===== src/verilog/tmo_pkg.sv =====
// Package with shared constants and types for the memory ordering unit.
package tmo_pkg;
  localparam int ADDR_W = 32;
  localparam int DATA_W = 32;
  localparam int TAG_W  = 2;
  localparam int NTAG   = 4;
  localparam int MEM_WORDS = 16;
  localparam int MEM_IDX_W = 4;
  localparam logic [1:0] MM_TSO     = 2'h0;
  localparam logic [1:0] MM_PARTIAL_STORE_ORDERING_MODEL = 2'h1;
  localparam logic [1:0] MM_RELAXED_ORDERING_MODEL       = 2'h2;
  localparam logic [1:0] MM_IMPL    = 2'h3;
  localparam logic [1:0] MM_RESET   = 2'h0;
  localparam logic       ONLY_TSO   = 1'b0;
  localparam logic [1:0] OP_LOAD    = 2'h0;
  localparam logic [1:0] OP_STORE   = 2'h1;
  localparam logic [1:0] OP_ATOMIC  = 2'h2;
  localparam logic [1:0] OP_IFETCH  = 2'h3;
  localparam logic [3:0] SYNC_ASI_TOP = 4'hF;
  localparam int MEM_LAT_CYC = 2;
  localparam logic [1:0] LAT_RESET = 2'h0;
  typedef enum logic [3:0] {
    TMO_IDLE   = 4'b0001,
    TMO_DRAIN  = 4'b0010,
    TMO_PAUSE  = 4'b0100,
    TMO_ACCESS = 4'b1000
  } tmo_state_t;
endpackage

===== src/verilog/tmo_mem_if.sv =====
// Interface joining the ordering unit to the coherent memory side.
`timescale 1ns/1ps
`default_nettype none
interface tmo_mem_if;
  logic                        d_req;
  logic [1:0]                  d_op;
  logic [tmo_pkg::TAG_W-1:0]   d_tag;
  logic [tmo_pkg::ADDR_W-1:0]  d_addr;
  logic [tmo_pkg::DATA_W-1:0]  d_wdata;
  logic                        d_acc;
  logic                        d_done;
  logic [tmo_pkg::TAG_W-1:0]   d_done_tag;
  logic [tmo_pkg::DATA_W-1:0]  d_rdata;
  logic                        i_req;
  logic [tmo_pkg::ADDR_W-1:0]  i_addr;
  logic                        i_done;
  logic [tmo_pkg::DATA_W-1:0]  i_rdata;
  logic                        strands_paused;
  modport dev (
    output d_req, d_op, d_tag, d_addr, d_wdata, i_req, i_addr, strands_paused,
    input  d_acc, d_done, d_done_tag, d_rdata, i_done, i_rdata
  );
  modport mem (
    input  d_req, d_op, d_tag, d_addr, d_wdata, i_req, i_addr, strands_paused,
    output d_acc, d_done, d_done_tag, d_rdata, i_done, i_rdata
  );
endinterface
`default_nettype wire


===== src/verilog/tmo_order_unit.sv =====
// Strand end: orders loads, stores and atomics under the selected model.
`timescale 1ns/1ps
`default_nettype none
module tmo_order_unit (
  input  wire logic                        clk_in,
  input  wire logic                        resetn_in,
  tmo_mem_if.dev                           mem,
  input  wire logic                        mm_wr_in,
  input  wire logic [1:0]                  mm_wdata_in,
  output logic [1:0]                       memory_model_select_out,
  input  wire logic                        op_valid_in,
  input  wire logic [1:0]                  op_kind_in,
  input  wire logic [tmo_pkg::ADDR_W-1:0]  op_addr_in,
  input  wire logic [tmo_pkg::DATA_W-1:0]  op_wdata_in,
  input  wire logic                        op_cacheable_in,
  input  wire logic                        op_side_effect_in,
  input  wire logic                        store_to_load_barrier_in,
  input  wire logic                        op_internal_asi_in,
  output logic                             op_ready_out,
  output logic                             op_fault_out,
  output logic                             load_done_out,
  output logic [tmo_pkg::DATA_W-1:0]       load_data_out,
  input  wire logic                        fetch_in,
  input  wire logic [tmo_pkg::ADDR_W-1:0]  fetch_addr_in,
  output logic                             fetch_done_out,
  output logic [tmo_pkg::DATA_W-1:0]       fetch_data_out
);
  typedef struct packed {
    tmo_pkg::tmo_state_t         st;
    logic [1:0]                  mm;
    logic [tmo_pkg::NTAG-1:0]    pend;
    logic [tmo_pkg::NTAG-1:0]    pend_ld;
    logic [tmo_pkg::NTAG-1:0]    pend_se;
    logic [tmo_pkg::TAG_W-1:0]   next_tag;
    logic                        req;
    logic [1:0]                  op;
    logic [tmo_pkg::TAG_W-1:0]   tag;
    logic [tmo_pkg::ADDR_W-1:0]  addr;
    logic [tmo_pkg::DATA_W-1:0]  wdata;
    logic                        req_ld;
    logic                        req_se;
    logic                        ready;
    logic                        fault;
    logic                        ld_done;
    logic [tmo_pkg::DATA_W-1:0]  ld_data;
    logic                        i_req;
    logic [tmo_pkg::ADDR_W-1:0]  i_addr;
    logic                        f_done;
    logic [tmo_pkg::DATA_W-1:0]  f_data;
    logic                        paused;
  } tmo_ou_t;
  tmo_ou_t s_q;
  tmo_ou_t s_d;

  function automatic logic [tmo_pkg::NTAG-1:0] tag_bit(input logic [tmo_pkg::TAG_W-1:0] t);
    tag_bit = tmo_pkg::NTAG'(1) << t;
  endfunction

  function automatic logic [1:0] mm_legal(input logic [1:0] w);
    // Unsupported codes fall to TSO, which is never above the written value.
    if (tmo_pkg::ONLY_TSO)
    begin
      mm_legal = tmo_pkg::MM_TSO;
    end
    else if (w == tmo_pkg::MM_RELAXED_ORDERING_MODEL || w == tmo_pkg::MM_TSO)
    begin
      mm_legal = w;
    end
    else
    begin
      mm_legal = tmo_pkg::MM_TSO;
    end
  endfunction

  logic [tmo_pkg::NTAG-1:0] done_vec;
  logic                     hazard;
  logic                     is_ld;
  logic                     is_st;

  always_comb
  begin
    done_vec = mem.d_done ? tag_bit(mem.d_done_tag) : '0;
    is_ld = (op_kind_in == tmo_pkg::OP_LOAD);
    is_st = (op_kind_in == tmo_pkg::OP_STORE);
    // The memory side serves one transaction at a time, yet ordered pairs never overlap.
    hazard = 1'b0;
    if (s_q.mm == tmo_pkg::MM_TSO)
    begin
      if (is_ld && (s_q.pend_ld != '0))
        hazard = 1'b1;
      if (is_st && (s_q.pend != '0))
        hazard = 1'b1;
      if (is_ld && store_to_load_barrier_in && (s_q.pend != '0))
        hazard = 1'b1;
      if (is_ld && (s_q.pend != '0) && (op_addr_in == s_q.addr))
        hazard = 1'b1;
    end
    else if (store_to_load_barrier_in && (s_q.pend != '0))
    begin
      hazard = 1'b1;
    end
    if (op_kind_in == tmo_pkg::OP_ATOMIC && (s_q.pend != '0))
      hazard = 1'b1;
    if (op_side_effect_in && (s_q.pend_se != '0))
      hazard = 1'b1;
    if ((s_q.pend & tag_bit(s_q.next_tag)) != '0)
      hazard = 1'b1;
  end

  always_comb
  begin
    s_d = s_q;
    s_d.ld_done = 1'b0;
    s_d.fault = 1'b0;
    s_d.ready = 1'b0;
    s_d.f_done = 1'b0;
    s_d.pend = s_q.pend & ~done_vec;
    s_d.pend_ld = s_q.pend_ld & ~done_vec;
    s_d.pend_se = s_q.pend_se & ~done_vec;
    if (mem.d_done && ((s_q.pend_ld & done_vec) != '0))
    begin
      s_d.ld_done = 1'b1;
      s_d.ld_data = mem.d_rdata;
    end
    if (mm_wr_in)
    begin
      s_d.mm = mm_legal(mm_wdata_in);
    end
    // Instruction fetch has its own path and never sees data-side stores early.
    s_d.i_req = fetch_in;
    s_d.i_addr = fetch_addr_in;
    if (mem.i_done)
    begin
      s_d.f_done = 1'b1;
      s_d.f_data = mem.i_rdata;
    end
    if (s_q.req && mem.d_acc)
    begin
      s_d.req = 1'b0;
      s_d.pend = s_d.pend | tag_bit(s_q.tag);
      s_d.pend_ld = s_d.pend_ld | (s_q.req_ld ? tag_bit(s_q.tag) : '0);
      s_d.pend_se = s_d.pend_se | (s_q.req_se ? tag_bit(s_q.tag) : '0);
    end
    case (s_q.st)
      tmo_pkg::TMO_IDLE:
      begin
        if (op_valid_in && !s_q.ready && !s_q.req)
        begin
          if (op_kind_in == tmo_pkg::OP_ATOMIC && !op_cacheable_in)
          begin
            s_d.fault = 1'b1;
            s_d.ready = 1'b1;
          end
          else if (op_internal_asi_in)
          begin
            s_d.st = tmo_pkg::TMO_DRAIN;
          end
          else if (!hazard)
          begin
            s_d.req = 1'b1;
            s_d.ready = 1'b1;
          end
        end
      end
      tmo_pkg::TMO_DRAIN:
      begin
        if (s_q.pend == '0 && !s_q.req)
        begin
          s_d.paused = 1'b1;
          s_d.st = tmo_pkg::TMO_PAUSE;
        end
      end
      tmo_pkg::TMO_PAUSE:
      begin
        s_d.req = 1'b1;
        s_d.ready = 1'b1;
        s_d.st = tmo_pkg::TMO_ACCESS;
      end
      tmo_pkg::TMO_ACCESS:
      begin
        if (!s_q.req && s_q.pend == '0)
        begin
          s_d.paused = 1'b0;
          s_d.st = tmo_pkg::TMO_IDLE;
        end
      end
      default:
      begin
        s_d.st = tmo_pkg::TMO_IDLE;
      end
    endcase
    if (s_d.req && !s_q.req)
    begin
      s_d.op = op_kind_in;
      s_d.tag = s_q.next_tag;
      s_d.next_tag = s_q.next_tag + tmo_pkg::TAG_W'(1);
      s_d.addr = op_addr_in;
      s_d.wdata = op_wdata_in;
      s_d.req_ld = (op_kind_in != tmo_pkg::OP_STORE);
      s_d.req_se = op_side_effect_in;
    end
  end

  always_ff @(posedge clk_in or negedge resetn_in)
  begin
    if (!resetn_in)
    begin
      s_q <= '0;
      s_q.st <= tmo_pkg::TMO_IDLE;
      s_q.mm <= tmo_pkg::MM_RESET;
    end
    else
    begin
      s_q <= s_d;
    end
  end

  assign mem.d_req = s_q.req;
  assign mem.d_op = s_q.op;
  assign mem.d_tag = s_q.tag;
  assign mem.d_addr = s_q.addr;
  assign mem.d_wdata = s_q.wdata;
  assign mem.i_req = s_q.i_req;
  assign mem.i_addr = s_q.i_addr;
  assign mem.strands_paused = s_q.paused;
  assign memory_model_select_out = s_q.mm;
  assign op_ready_out = s_q.ready;
  assign op_fault_out = s_q.fault;
  assign load_done_out = s_q.ld_done;
  assign load_data_out = s_q.ld_data;
  assign fetch_done_out = s_q.f_done;
  assign fetch_data_out = s_q.f_data;
endmodule
`default_nettype wire


===== src/flat_wrapper.sv =====
// flat-port wrapper written by rule: the top's interface ports become plain ports
module tmo_order_unit_flat 
  (clk_in, resetn_in, mm_wr_in, mm_wdata_in, memory_model_select_out, op_valid_in, op_kind_in, op_addr_in, op_wdata_in, op_cacheable_in, op_side_effect_in, store_to_load_barrier_in, op_internal_asi_in, op_ready_out, op_fault_out, load_done_out, load_data_out, fetch_in, fetch_addr_in, fetch_done_out, fetch_data_out, mem_d_req, mem_d_op, mem_d_tag, mem_d_addr, mem_d_wdata, mem_i_req, mem_i_addr, mem_strands_paused, mem_d_acc, mem_d_done, mem_d_done_tag, mem_d_rdata, mem_i_done, mem_i_rdata);
  tmo_mem_if mem_i ();
  input  wire logic clk_in;
  input  wire logic resetn_in;
  input  wire logic mm_wr_in;
  input  wire logic [1:0] mm_wdata_in;
  output logic [1:0] memory_model_select_out;
  input  wire logic op_valid_in;
  input  wire logic [1:0] op_kind_in;
  input  wire logic [tmo_pkg::ADDR_W-1:0] op_addr_in;
  input  wire logic [tmo_pkg::DATA_W-1:0] op_wdata_in;
  input  wire logic op_cacheable_in;
  input  wire logic op_side_effect_in;
  input  wire logic store_to_load_barrier_in;
  input  wire logic op_internal_asi_in;
  output logic op_ready_out;
  output logic op_fault_out;
  output logic load_done_out;
  output logic [tmo_pkg::DATA_W-1:0] load_data_out;
  input  wire logic fetch_in;
  input  wire logic [tmo_pkg::ADDR_W-1:0] fetch_addr_in;
  output logic fetch_done_out;
  output logic [tmo_pkg::DATA_W-1:0] fetch_data_out;
  output wire logic [$bits(mem_i.d_req)-1:0] mem_d_req;
  output wire logic [$bits(mem_i.d_op)-1:0] mem_d_op;
  output wire logic [$bits(mem_i.d_tag)-1:0] mem_d_tag;
  output wire logic [$bits(mem_i.d_addr)-1:0] mem_d_addr;
  output wire logic [$bits(mem_i.d_wdata)-1:0] mem_d_wdata;
  output wire logic [$bits(mem_i.i_req)-1:0] mem_i_req;
  output wire logic [$bits(mem_i.i_addr)-1:0] mem_i_addr;
  output wire logic [$bits(mem_i.strands_paused)-1:0] mem_strands_paused;
  input wire logic [$bits(mem_i.d_acc)-1:0] mem_d_acc;
  input wire logic [$bits(mem_i.d_done)-1:0] mem_d_done;
  input wire logic [$bits(mem_i.d_done_tag)-1:0] mem_d_done_tag;
  input wire logic [$bits(mem_i.d_rdata)-1:0] mem_d_rdata;
  input wire logic [$bits(mem_i.i_done)-1:0] mem_i_done;
  input wire logic [$bits(mem_i.i_rdata)-1:0] mem_i_rdata;
  assign mem_d_req = mem_i.d_req;
  assign mem_d_op = mem_i.d_op;
  assign mem_d_tag = mem_i.d_tag;
  assign mem_d_addr = mem_i.d_addr;
  assign mem_d_wdata = mem_i.d_wdata;
  assign mem_i_req = mem_i.i_req;
  assign mem_i_addr = mem_i.i_addr;
  assign mem_strands_paused = mem_i.strands_paused;
  assign mem_i.d_acc = mem_d_acc;
  assign mem_i.d_done = mem_d_done;
  assign mem_i.d_done_tag = mem_d_done_tag;
  assign mem_i.d_rdata = mem_d_rdata;
  assign mem_i.i_done = mem_i_done;
  assign mem_i.i_rdata = mem_i_rdata;
  tmo_order_unit u_core (.clk_in(clk_in), .resetn_in(resetn_in), .mem(mem_i), .mm_wr_in(mm_wr_in), .mm_wdata_in(mm_wdata_in), .memory_model_select_out(memory_model_select_out), .op_valid_in(op_valid_in), .op_kind_in(op_kind_in), .op_addr_in(op_addr_in), .op_wdata_in(op_wdata_in), .op_cacheable_in(op_cacheable_in), .op_side_effect_in(op_side_effect_in), .store_to_load_barrier_in(store_to_load_barrier_in), .op_internal_asi_in(op_internal_asi_in), .op_ready_out(op_ready_out), .op_fault_out(op_fault_out), .load_done_out(load_done_out), .load_data_out(load_data_out), .fetch_in(fetch_in), .fetch_addr_in(fetch_addr_in), .fetch_done_out(fetch_done_out), .fetch_data_out(fetch_data_out));
endmodule

===== config.mk =====
export PLATFORM = sky130hd
export DESIGN_NAME = tmo_order_unit_flat
export DESIGN_NICKNAME = d
export VERILOG_FILES = /design/src/verilog/tmo_pkg.sv /design/src/verilog/tmo_mem_if.sv /design/src/verilog/tmo_order_unit.sv /design/src/flat_wrapper.sv
export SDC_FILE = /design/constraint.sdc
export NUM_CORES = 1
export LEC_CHECK = 0
export ABC_AREA = 0
export BUFFER_PORTS_ARGS = -buffer_cell sky130_fd_sc_hd__buf_2
export CAP_MARGIN = 20
export CELL_PAD_IN_SITES_DETAIL_PLACEMENT = 0
export CELL_PAD_IN_SITES_GLOBAL_PLACEMENT = 1
export CORE_AREA = 3 3 127 221
export DETAILED_ROUTE_END_ITERATION = 7
export DIE_AREA = 0 0 130 224
export HOLD_SLACK_MARGIN = 0.15
export PLACE_DENSITY = 0.83
export SLEW_MARGIN = 40
export SYNTH_ARGS = -nofsm -noshare
export SYNTH_HDL_FRONTEND = slang
export SYNTH_SLANG_ARGS = --single-unit
export TNS_END_PERCENT = 100

===== constraint.sdc =====
create_clock -name clk_in -period 2.21 [get_ports clk_in]
set_input_delay 0.221 -clock clk_in [delete_from_list [all_inputs] [get_ports clk_in]]
set_output_delay 0.221 -clock clk_in [all_outputs]
set_load 0.01 [all_outputs]

# Word-level counts from Yosys, hierarchy flattened
# Cells that the tools add are included.
[op_classes]
eq_ne = 14
add_sub_neg = 1
n_mux = 38
bitwise_logic = 9
n_reduce_logical = 32
shift = 3
[ops]
columns = ["cell", "count"]
rows = [
  ["$mux 33", 2],
  ["$eq 32x32->1", 1],
  ["$mux 4", 8],
  ["$mux 1", 21],
  ["$and 4x4->4", 5],
  ["$reduce_bool 4->1", 5],
  ["$logic_and 1x1->1", 16],
  ["$pmux 4 s4", 1],
  ["$mux 12", 1],
  ["$or 4x4->4", 3],
  ["$shl 1x2->4 const A", 3],
  ["$ne 2x1->1 const B", 4],
  ["$logic_not 2->1", 3],
  ["$pmux 1 s2", 3],
  ["$reduce_and 5->1", 1],
  ["$eq 2x2->1 const B", 2],
  ["$eq 4x1->1 const B", 1],
  ["$eq 4x2->1 const B", 1],
  ["$eq 4x3->1 const B", 1],
  ["$eq 4x4->1 const B", 1],
  ["$logic_not 4->1", 1],
  ["$mux 2", 2],
  ["$ne 2x2->1 const B", 2],
  ["$not 4->4", 1],
  ["6 further kinds", 8],
]
[word_totals]
register_bits = 193
input_bits = 178
elab_cells = 119

# Logic depth before layout (Yosys ltp)
# Gate-level depths: netlist of run 1.
[logic_depth]
ltp_word = 16
ltp_mapped = 10

# Worst setup path before layout of run 1
# No wires, ideal clock.
[synth_timing]
kind = "reg-to-reg"
startpoint = "reg u_core.s_q[189] (netlist bit)"
endpoint = "reg u_core.s_q, in the netlist u_core.mem.d_addr[0]"
slack_ns = -0.158
required_ns = 2.085
t_arrival_ns = 2.243
path_buffers = 3
setup_ns = 0.125
path_stages_with_launch = 10
cell_sequence = "dfstp_2 -> clkbuf_1 -> nor4b_2 -> nand4_1 -> a21oi_1 -> o311a_1 -> a22o_1 -> buf_6 -> buf_6 -> mux2_4"
[synth_via]
elab_chain_cells = 3
word_cells_on_any_way = 4
[synth_rtl]
columns = ["item", "line", "text"]
rows = [
  ["from (decl)", "tmo_order_unit.sv:52", "tmo_ou_t s_q;"],
  ["$eq 4x3->1 or $eq 4x1->1 (tied branches)", "tmo_order_unit.sv:144", "case (s_q.st)"],
  ["$pmux 1 s2 *", "tmo_order_unit.sv:144", ""],
  ["$logic_and 1x1->1 *", "tmo_order_unit.sv:192", "if (s_d.req && !s_q.req)"],
]
# Every way passes the cells marked *; elsewhere a longest branch is shown, timed or not.
# A chain may end at the register's enable or synchronous reset.

# Worst setup path in the final report of run 1
[layout_timing]
startpoint = "reg u_core.s_q, in the netlist u_core.mem.d_addr[4]"
endpoint = "reg u_core.s_q, in the netlist u_core.mem.d_addr[29]"
[layout_via]
elab_chain_cells = 13
[layout_rtl]
columns = ["item", "line", "text"]
rows = [
  ["$eq 32x32->1", "tmo_order_unit.sv:95", "if (is_ld && (s_q.pend != '0) && (op_addr_in == s_q.addr))"],
  ["$logic_and 1x1->1", "tmo_order_unit.sv:95", ""],
  ["$mux 1", "tmo_order_unit.sv:95", ""],
  ["$mux 1", "tmo_order_unit.sv:87", "if (s_q.mm == tmo_pkg::MM_TSO)"],
  ["$mux 1", "tmo_order_unit.sv:102", "if (op_kind_in == tmo_pkg::OP_ATOMIC && (s_q.pend != '0))"],
  ["$mux 1", "tmo_order_unit.sv:104", "if (op_side_effect_in && (s_q.pend_se != '0))"],
  ["$mux 1", "tmo_order_unit.sv:106", "if ((s_q.pend & tag_bit(s_q.next_tag)) != '0)"],
  ["$mux 1", "tmo_order_unit.sv:158", "else if (!hazard)"],
  ["$mux 1", "tmo_order_unit.sv:154", "else if (op_internal_asi_in)"],
  ["$mux 1", "tmo_order_unit.sv:149", "if (op_kind_in == tmo_pkg::OP_ATOMIC && !op_cacheable_in)"],
  ["$mux 1", "tmo_order_unit.sv:147", "if (op_valid_in && !s_q.ready && !s_q.req)"],
  ["$pmux 1 s2", "tmo_order_unit.sv:144", ""],
  ["$logic_and 1x1->1", "tmo_order_unit.sv:192", ""],
]
# No other way between the ends.

==> metrics.log, run 1 <==
[metrics] Crit path max-delay family: compound AO/OA/AOI/OAI gates
[metrics] DRT iter0 DRCs: 190
[metrics] Seq cells post-synth: 193
[metrics] worst setup slack after placement: -0.512 ns
[metrics] buffers and inverters on the worst path: 2
[metrics] HPWL after DPL: approximately 16000 um
[metrics] growth of design area from synthesis to finish: 42.8%
[metrics] fraction of power consumed by combinational cells: 41.1%
[metrics] count of clock tree sinks: 193
[metrics] data required time at the worst endpoint: 2.55 ns
[metrics] Final Slew Violations: 0
[metrics] sum of internal, switching and leakage power: 14.6 mW
[metrics] power share of the clock group: a little over a fifth
[metrics] number of antenna violations at the first check in global routing: 2
[metrics] final worst-path setup slack: -0.337 ns
[metrics] Yosys top cell by area: dfrtp_1
[metrics] top post-synthesis cells by area: dfrtp_1 (54%), buf_4 (14%), mux2_4 (11%), nand2_1 (4.4%), mux2_2 (4.0%)
[metrics] total die area: 29100 um2
[metrics] die width: 130 um
[metrics] Hold Path Class: in -> reg
[metrics] Port-buffer cells: 350
[metrics] area taken by multi-input logic gates: 2740 um2
[metrics] DR WL/cell: 16.6 um
[metrics] count of antenna-violating nets left after detailed routing: 0
[metrics] RSZ-0062 raised after global routing: true
[metrics] cell area after synthesis: slightly below 9000 um2
[metrics] total length of routed wires: 24400 um
[metrics] CTS H-Tree Depth: 4
[metrics] pwr/cell area: between 1000 and 1500 nW/um2
[metrics] via count of the first global-routing pass: between 6000 and 7000
[metrics] outcome: finished with violations
[metrics] initial core utilization: 33.6%
[metrics] kind of capture point of the worst setup path: register
[metrics] most instantiated flip-flop cell in the synthesis netlist: dfrtp_1
[metrics] sequential share of power: between 30% and 40%
[metrics] Cell variety after synth: between 40 and 50
[metrics] Placement Rows: 79
[metrics] portion of synthesized cell area occupied by the leading cell type: 53.9%
[metrics] number of clock buffers inserted by TritonCTS: 17
[metrics] largest stage delay on the critical path: 0.41 ns
[metrics] Crit path arrival time: 2.89 ns
[metrics] clock tree from TritonCTS: yes
[metrics] startpoint class of the critical path: register
[metrics] cell count after synthesis: 710
[metrics] average vias per placed instance: about 4.4
[metrics] later-pin clock latency in the skew report: 0.45 ns
[metrics] critical path's slowest cell: o311a_4
[metrics] DRT Pass-1 Iters: 4
[metrics] clock-pin slew of the registers on the worst-case setup and hold paths: 0.08 ns
[metrics] min cycle time layout: approximately 2.5 ns
[metrics] number of maximum-capacitance constraint violations: 0
[metrics] cell chain of the critical path: xor2_1 > nor4_2 > buf_4 > nand4_1 > o311a_4 > a22o_4 > clkbuf_16 > mux2_4
[metrics] Max Fanout on Critical Path: 8
[metrics] first-pass GRT wire length: about 37000 um
[metrics] number of enable-type register cells in the synthesized netlist: 0
[metrics] switching portion of total power: between 30% and 40%
[metrics] peak supply drop: between 0.7 and 0.8 mV
[metrics] maximum clock frequency: 393 MHz
[metrics] number of fill cells in the layout: ~2300
[metrics] count of endpoints failing setup in the final report: 74
[metrics] synthesis warning total: 0
[metrics] maximum number of buffers from clock root to sink: 2
[metrics] final clock skew: around 0.013 ns
[metrics] GRT Util Overall: 16.4%
[metrics] violations in the final reports: negative setup slack
[metrics] proportion of layout cells with a drive suffix above 1: 49.1%
[metrics] vertical die dimension: 224 um
[metrics] library cell used as clock root buffer: clkbuf_16
[metrics] share of synthesized area occupied by flip-flops and latches: a little over half
[metrics] Layout Utilization: 47.9%
[metrics] Tcrit/Tclk final: 115%
[metrics] total placed instance area: 10200 um2
[metrics] floorplan core area: between 20000 and 30000 um2
[metrics] placer congestion estimate: roughly 0.82
[metrics] Final Hold Viols: 0
[metrics] Layout Cell Area excl Fill: 12700 um2
[metrics] post-synth net total: 892
[metrics] I/O pin count: 351
[metrics] worst relative slew slack: 51.5%
[metrics] average cell area after synthesis: 12.6 um2
[metrics] sequential cell area: approximately 4800 um2
[metrics] LEAKAGE: 6.47 nW
[metrics] proportion of synthesized flip-flops having asynchronous set or reset: 100%
[metrics] switching power total: 4.86 mW
[metrics] pin count of the biggest net entering global routing: 69
[metrics] DRC: 0
[metrics] critical path type: reg -> reg
[metrics] remaining global-route overflow: 0
[metrics] transition time at the pin with the least slew margin: 0.727 ns
[metrics] cell-internal power: 9.69 mW
[metrics] total via count after detailed routing: 6401
[metrics] post-layout net count: 1313
## tightest hold or removal path, stage by stage
cell,delay [ns]
buf_2,0.12
or3b_2,0.15
a21o_1,0.11
## state kept, by name, summed over array words and instances, names as in the netlist, 2 cells and up
| name | flops |
|---|---|
| u_core.fetch_data_out | 32 |
| u_core.mem.i_addr | 32 |
| u_core.s_q | 20 |
| u_core.load_data_out | 32 |
| u_core.mem.d_op | 2 |
| u_core.memory_model_select_out | 2 |
| u_core.mem.d_wdata | 32 |
| u_core.mem.d_addr | 32 |
| u_core.mem.d_tag | 2 |
## logic make-up after synthesis
| group | count (synthesis) | synth area share (%) |
|---|---|---|
| buffers and inverters | 197 | 15.9 |
| AND/OR/NAND/NOR | 145 | 7.17 |
| AO/OA/AOI/OAI | 35 | 3.00 |
| multiplexers | 103 | 15.9 |
| XOR/XNOR | 33 | 3.24 |
| adder cells (fa/ha/maj) | 4 | 0.561 |
| flip-flops | 193 | 54.2 |
## synthesized netlist by cell type (3+ instances only)
| library cell | instances |
|---|---|
| nand4_1 | 3 |
| ha_1 | 4 |
| nand2_1 | 105 |
| a21o_1 | 5 |
| mux2_2 | 32 |
| nand2b_1 | 4 |
| xor2_1 | 30 |
| nand3_1 | 4 |
| nor2_1 | 4 |
| nor3_1 | 6 |
| buf_6 | 8 |
| nand3b_1 | 4 |
| inv_1 | 10 |
| a21oi_1 | 4 |
| nor4_1 | 10 |
| dfrtp_1 | 192 |
| buf_1 | 6 |
| xnor2_1 | 3 |
| clkbuf_1 | 7 |
| o21ai_0 | 4 |
| a22o_1 | 9 |
| mux2_4 | 67 |
| buf_4 | 166 |
## metal layers
layer	vias to the layer above	wire length [um]	track usage [%]
li1	3031	-	-
met1	3060	8730	17.0
met2	260	13400	29.8
met3	48	1490	4.87
met4	2	769	7.92
met5	-	13	0
## power by group through the flow
stage,clock [mW],combinational [mW],sequential (mW)
final,3.12,5.98,5.45
after global routing,3.36,6.47,5.59
after CTS,3.25,5.85,5.44
after detailed placement,0,5.51,5.49
after global placement,0,5.41,5.44
after floorplan,0,4.48,5.36
## final timing paths
path / from / to / slack [ns] / depth (start not counted)
hold reg to reg: u_core.load_data_out[13] / u_core.load_data_out[13] / 0.47 / 2
hold / removal: mem_d_done_tag[1] / u_core.s_q[183] / 0.19 / 3
max in group asynchronous: resetn_in / u_core.s_q[189] / 1.23 / 3
setup / recovery: u_core.mem.d_addr[4] / u_core.mem.d_addr[29] / -0.34 / 8
setup reg to reg: u_core.mem.d_addr[4] / u_core.mem.d_addr[29] / -0.34 / 8
min in group asynchronous: resetn_in / u_core.mem.i_addr[19] / 0.27 / 2
## per-stage QoR
stage,hold WS [ns],TNS (ns),instances
after CTS,0.154,-22.30,1462
final,0.194,-22.75,1469
after global placement,0.156,-29.91,1257
after detailed placement,0.160,-34.31,1257
after global routing,0.187,-27.35,1469
after floorplan,-0.0746,-0.0413,710
## layout make-up
class	instances	area share (%)
well taps	324	3.18
clock buffers	18	3.37
inverters	10	0.295
diodes	1	0.0196
repair buffers	588	32.4
clock inverters	14	1.34
flip-flops and latches	193	37.9
multi-input cells	321	21.5
## cells in the final DEF, fill, tap and decap left out, types with 3 or more instances in the layout
| cell type | count |
|---|---|
| buf_2 | 349 |
| dfrtp_1 | 192 |
| dlygate4sd3_1 | 171 |
| nand2_1 | 105 |
| mux2_4 | 68 |
| buf_4 | 57 |
| mux2_2 | 32 |
| xor2_1 | 30 |
| clkbuf_16 | 20 |
| inv_1 | 9 |
| nor4_1 | 8 |
| a22o_1 | 8 |
| nor3_1 | 6 |
| a21o_1 | 5 |
| clkinv_4 | 5 |
| inv_8 | 5 |
| nand2b_1 | 4 |
| nand3_1 | 4 |
| nand3b_1 | 4 |
| o21ai_0 | 4 |
| ha_1 | 4 |
| buf_12 | 4 |
| xnor2_1 | 3 |
| nand4_1 | 3 |
| a21oi_1 | 3 |
| nor2_1 | 3 |
## repair_timing
| action | in CTS | in global routing |
|---|---|---|
| setup buffers | 1 | 2 |
| resized for setup | 6 | 10 |
| hold buffers | 171 | 0 |
| endpoints found under the hold margin | 363 | 0 |
| gates cloned | 1 | 4 |
| endpoints found under the setup margin | 74 | 74 |
| pin swaps | 3 | 6 |
Note: power is estimated with default switching activity, not from simulation.
==> inputs of run 2 (changes only) <==
- CORE_AREA: 3 3 127 221 -> 3 3 122 212
- DIE_AREA: 0 0 130 224 -> 0 0 125 215
- PLACE_DENSITY: 0.83 -> 0.86
- clock period: 2.21 -> 2.9 ns (I/O delays scaled with it)
==> run 2 against run 1 <==
The run now ends clean. Final cell count shrank 5.4%. Hold slack lost 0.0044 ns. Non-clock buffer count shrank 60. Via count shrank 2.3%. Largest power group is now registers.
==> metrics.log, run 2 (same netlist as run 1, synthesis figures left out) <==
[metrics] library cell used as clock root buffer: clkbuf_16
[metrics] Final Hold Viols: 0 (unchanged)
[metrics] RSZ-0062 raised after global routing: false
[metrics] commonest non-fill, non-tap cell in the layout: buf_2
[metrics] DRC: 0 (unchanged)
[metrics] Crit path max-delay family: buffers and inverters
[metrics] # Post-CTS Setup Buffers: 0 (-1)
[metrics] hold slack: 0.189 ns (-0.00442 ns)
[metrics] LEAKAGE: 6.11 nW (-5.7%)
[metrics] buffers and inverters on the worst path: 4 (+2)
[metrics] placer congestion estimate: 0.816 (about the same)
[metrics] kind of capture point of the worst setup path: register
[metrics] most used routing layer in global routing: met2
[metrics] cell chain of the critical path: dlygate4sd3_1 > buf_2 > xor2_1 > nor4_2 > buf_4 > nand4_1 > o311a_1 > a22o_4 > buf_4 > mux2_4
[metrics] maximum clock frequency: around 370 MHz
[metrics] HPWL after DPL: 16000 um (-2.8%)
[metrics] clock-pin slew of the registers on the worst-case setup and hold paths: 0.07 ns (about the same)
[metrics] DRT iter0 DRCs: 221 (+16%)
[metrics] via count of the first global-routing pass: 6850 (-0.64%)
[metrics] DRT Pass-1 Iters: 4 (unchanged)
[metrics] floorplan core area: 24200 um2 (-8.9%)
[metrics] pin count of the biggest net entering global routing: 79 (+14%)
[metrics] Most Frequent Cell on Critical Path: buf_4
[metrics] pwr/cell area: 867 nW/um2 (-24%)
[metrics] number of maximum-capacitance constraint violations: 0 (unchanged)
[metrics] worst relative slew slack: 49.8% (-1.7 points)
[metrics] average vias per placed instance: 4.50 (+3.2%)
[metrics] vertical die dimension: 215 um (-4.0%)
[metrics] met1 usage in global routing: 18.8% (+1.9 points)
[metrics] Placement Rows: 75 (-5.1%)
[metrics] Tcrit/Tclk final: 93.4%
[metrics] number of clock buffers inserted by TritonCTS: 17 (unchanged)
[metrics] fin cells: 1390 (-5.4%)
[metrics] largest stage delay on the critical path: 0.54 ns (+0.13 ns)
[metrics] outcome: finished clean
[metrics] critical path's slowest cell: dlygate4sd3_1
[metrics] maximum number of buffers from clock root to sink: 2 (unchanged)
[metrics] min cycle time layout: 2.71 ns
[metrics] met3 usage in global routing: 5.44% (+0.57 points)
[metrics] later-pin clock latency in the skew report: 0.45 ns (about the same)
[metrics] die width: 125 um (-3.8%)
[metrics] leading cell types in the layout, fill and taps excluded: buf_2 (349), dfrtp_1 (192), dlygate4sd3_1 (168), nand2_1 (105), mux2_4 (67)
[metrics] critical path type: in -> reg
[metrics] initial core utilization: 36.8% (+3.3 points)
[metrics] antenna fix cells: 0 (-1)
[metrics] CTS H-Tree Depth: 4 (unchanged)
[metrics] worst setup slack after placement: 0.146 ns (+0.659 ns)
[metrics] post-layout net count: 1252 (-4.6%)
[metrics] DR WL/cell: 16.9 um (+1.7%)
[metrics] peak supply drop: 0.761 mV (-1.9%)
[metrics] final clock skew: 0.0134 ns (+0.000435 ns)
[metrics] Final Slew Violations: 0 (unchanged)
[metrics] Layout Cell Area excl Fill: 12100 um2 (-5.1%)
[metrics] Crit path arrival time: 3.04 ns (+0.15 ns)
[metrics] total via count after detailed routing: 6252 (-2.3%)
[metrics] Port-buffer cells: 350 (unchanged)
[metrics] growth of design area from synthesis to finish: 35.5%
[metrics] startpoint class of the critical path: input pin
[metrics] GRT Util Overall: 17.7% (+1.2 points)
[metrics] transition time at the pin with the least slew margin: 0.752 ns (+0.0253 ns)
[metrics] Max Fanout on Critical Path: 26 (+18)
[metrics] count of clock tree sinks: 193 (unchanged)
[metrics] remaining global-route overflow: 0 (unchanged)
[metrics] final worst-path setup slack: 0.192 ns (+0.529 ns)
[metrics] clock tree from TritonCTS: yes
[metrics] total die area: 26900 um2 (-7.7%)
[metrics] accumulated negative setup slack: 0 ns (+22.75 ns)
[metrics] GR Layer Usage met2: 32.1% (+2.3 points)
[metrics] proportion of layout cells with a drive suffix above 1: 46.0% (-3.1 points)
[metrics] total instance count after detailed placement: 1191 (-5.3%)
[metrics] total placed instance area: 9800 um2 (-4.0%)
[metrics] count of antenna-violating nets left after detailed routing: 0 (unchanged)
[metrics] first-pass GRT wire length: 37200 um (+1.6%)
[metrics] Hold Path Class: in -> reg
[metrics] count of endpoints failing setup in the final report: 0 (-100%)
[metrics] I/O pin count: 351 (unchanged)
[metrics] data required time at the worst endpoint: 3.23 ns (+0.68 ns)
[metrics] number of antenna violations at the first check in global routing: 1 (-1)
[metrics] total length of routed wires: 23500 um (-3.8%)
## run 2: cell types whose count changed in the layout (fill, tap and decap cells not counted), moves of 2 or more
cell,delta
buf_16,-2
buf_4,-50
clkbuf_16,-3
clkbuf_8,+3
clkinv_4,-5
clkinv_8,-2
clkinvlp_4,+2
dlygate4sd3_1,-3
inv_6,+3
inv_8,-4
## run 2: cell type report
cell class | count | area, um2
Clock buffer | 21 | 470
Clock inverter | 10 | 125
Fill cell | 2096 | 12100
Inverter | 10 | 37.5
Multi-Input combinational cell | 320 | 2680
Sequential cell | 193 | 4830
Tap cell | 308 | 385
Timing Repair Buffer | 528 | 3550
## run 2: per-stage QoR
step	utilization (%)	power, mW
after floorplan	-	7.48
after global placement	40.5	7.83
after detailed placement	40.5	7.94
after CTS	49.9	10.6
after global routing	49.9	11.1
final	49.9	10.5
## run 2: timing repair
action                                  in CTS  in global routing
endpoints found under the setup margin       0                  9
hold endpoints to repair                   241                  0
resized for setup                            0                  1
hold buffers                               168                  0
## run 2: worst min-delay path, delay by kind of cell
| kind | cells | cell delay, ns |
|---|---|---|
| compound gates | 1 | 0.12 |
| simple gates | 1 | 0.09 |
| buf+inv | 1 | 0.11 |
## run 2: report_power, final
group	internal (mW)	switching [mW]	leakage, nW
Sequential	3.59	0.663	2.35
Clock	1.35	1.04	0.285
Combinational	2.09	1.75	3.47
## run 2: final timing paths
kind                                               start                   endpoint  slack (ns)  cells past startpoint
worst max-delay path                       op_addr_in[4]       u_core.mem.d_addr[4]        0.19                     10
worst min-delay path                  op_internal_asi_in            u_core.s_q[189]        0.19                      3
worst max register to register      u_core.mem.d_addr[4]       u_core.mem.d_addr[4]        0.27                      8
worst min register to register  u_core.load_data_out[14]   u_core.load_data_out[14]        0.47                      2
max in group asynchronous                      resetn_in  u_core.fetch_data_out[25]        1.70                      3
min in group asynchronous                      resetn_in      u_core.mem.i_addr[18]        0.45                      2
## run 2: routing by layer
layer | vias up | wire, um
li1 | 2902 | -
met1 | 3059 | 8550
met2 | 235 | 12800
met3 | 54 | 1420
met4 | 2 | 720
met5 | - | 13
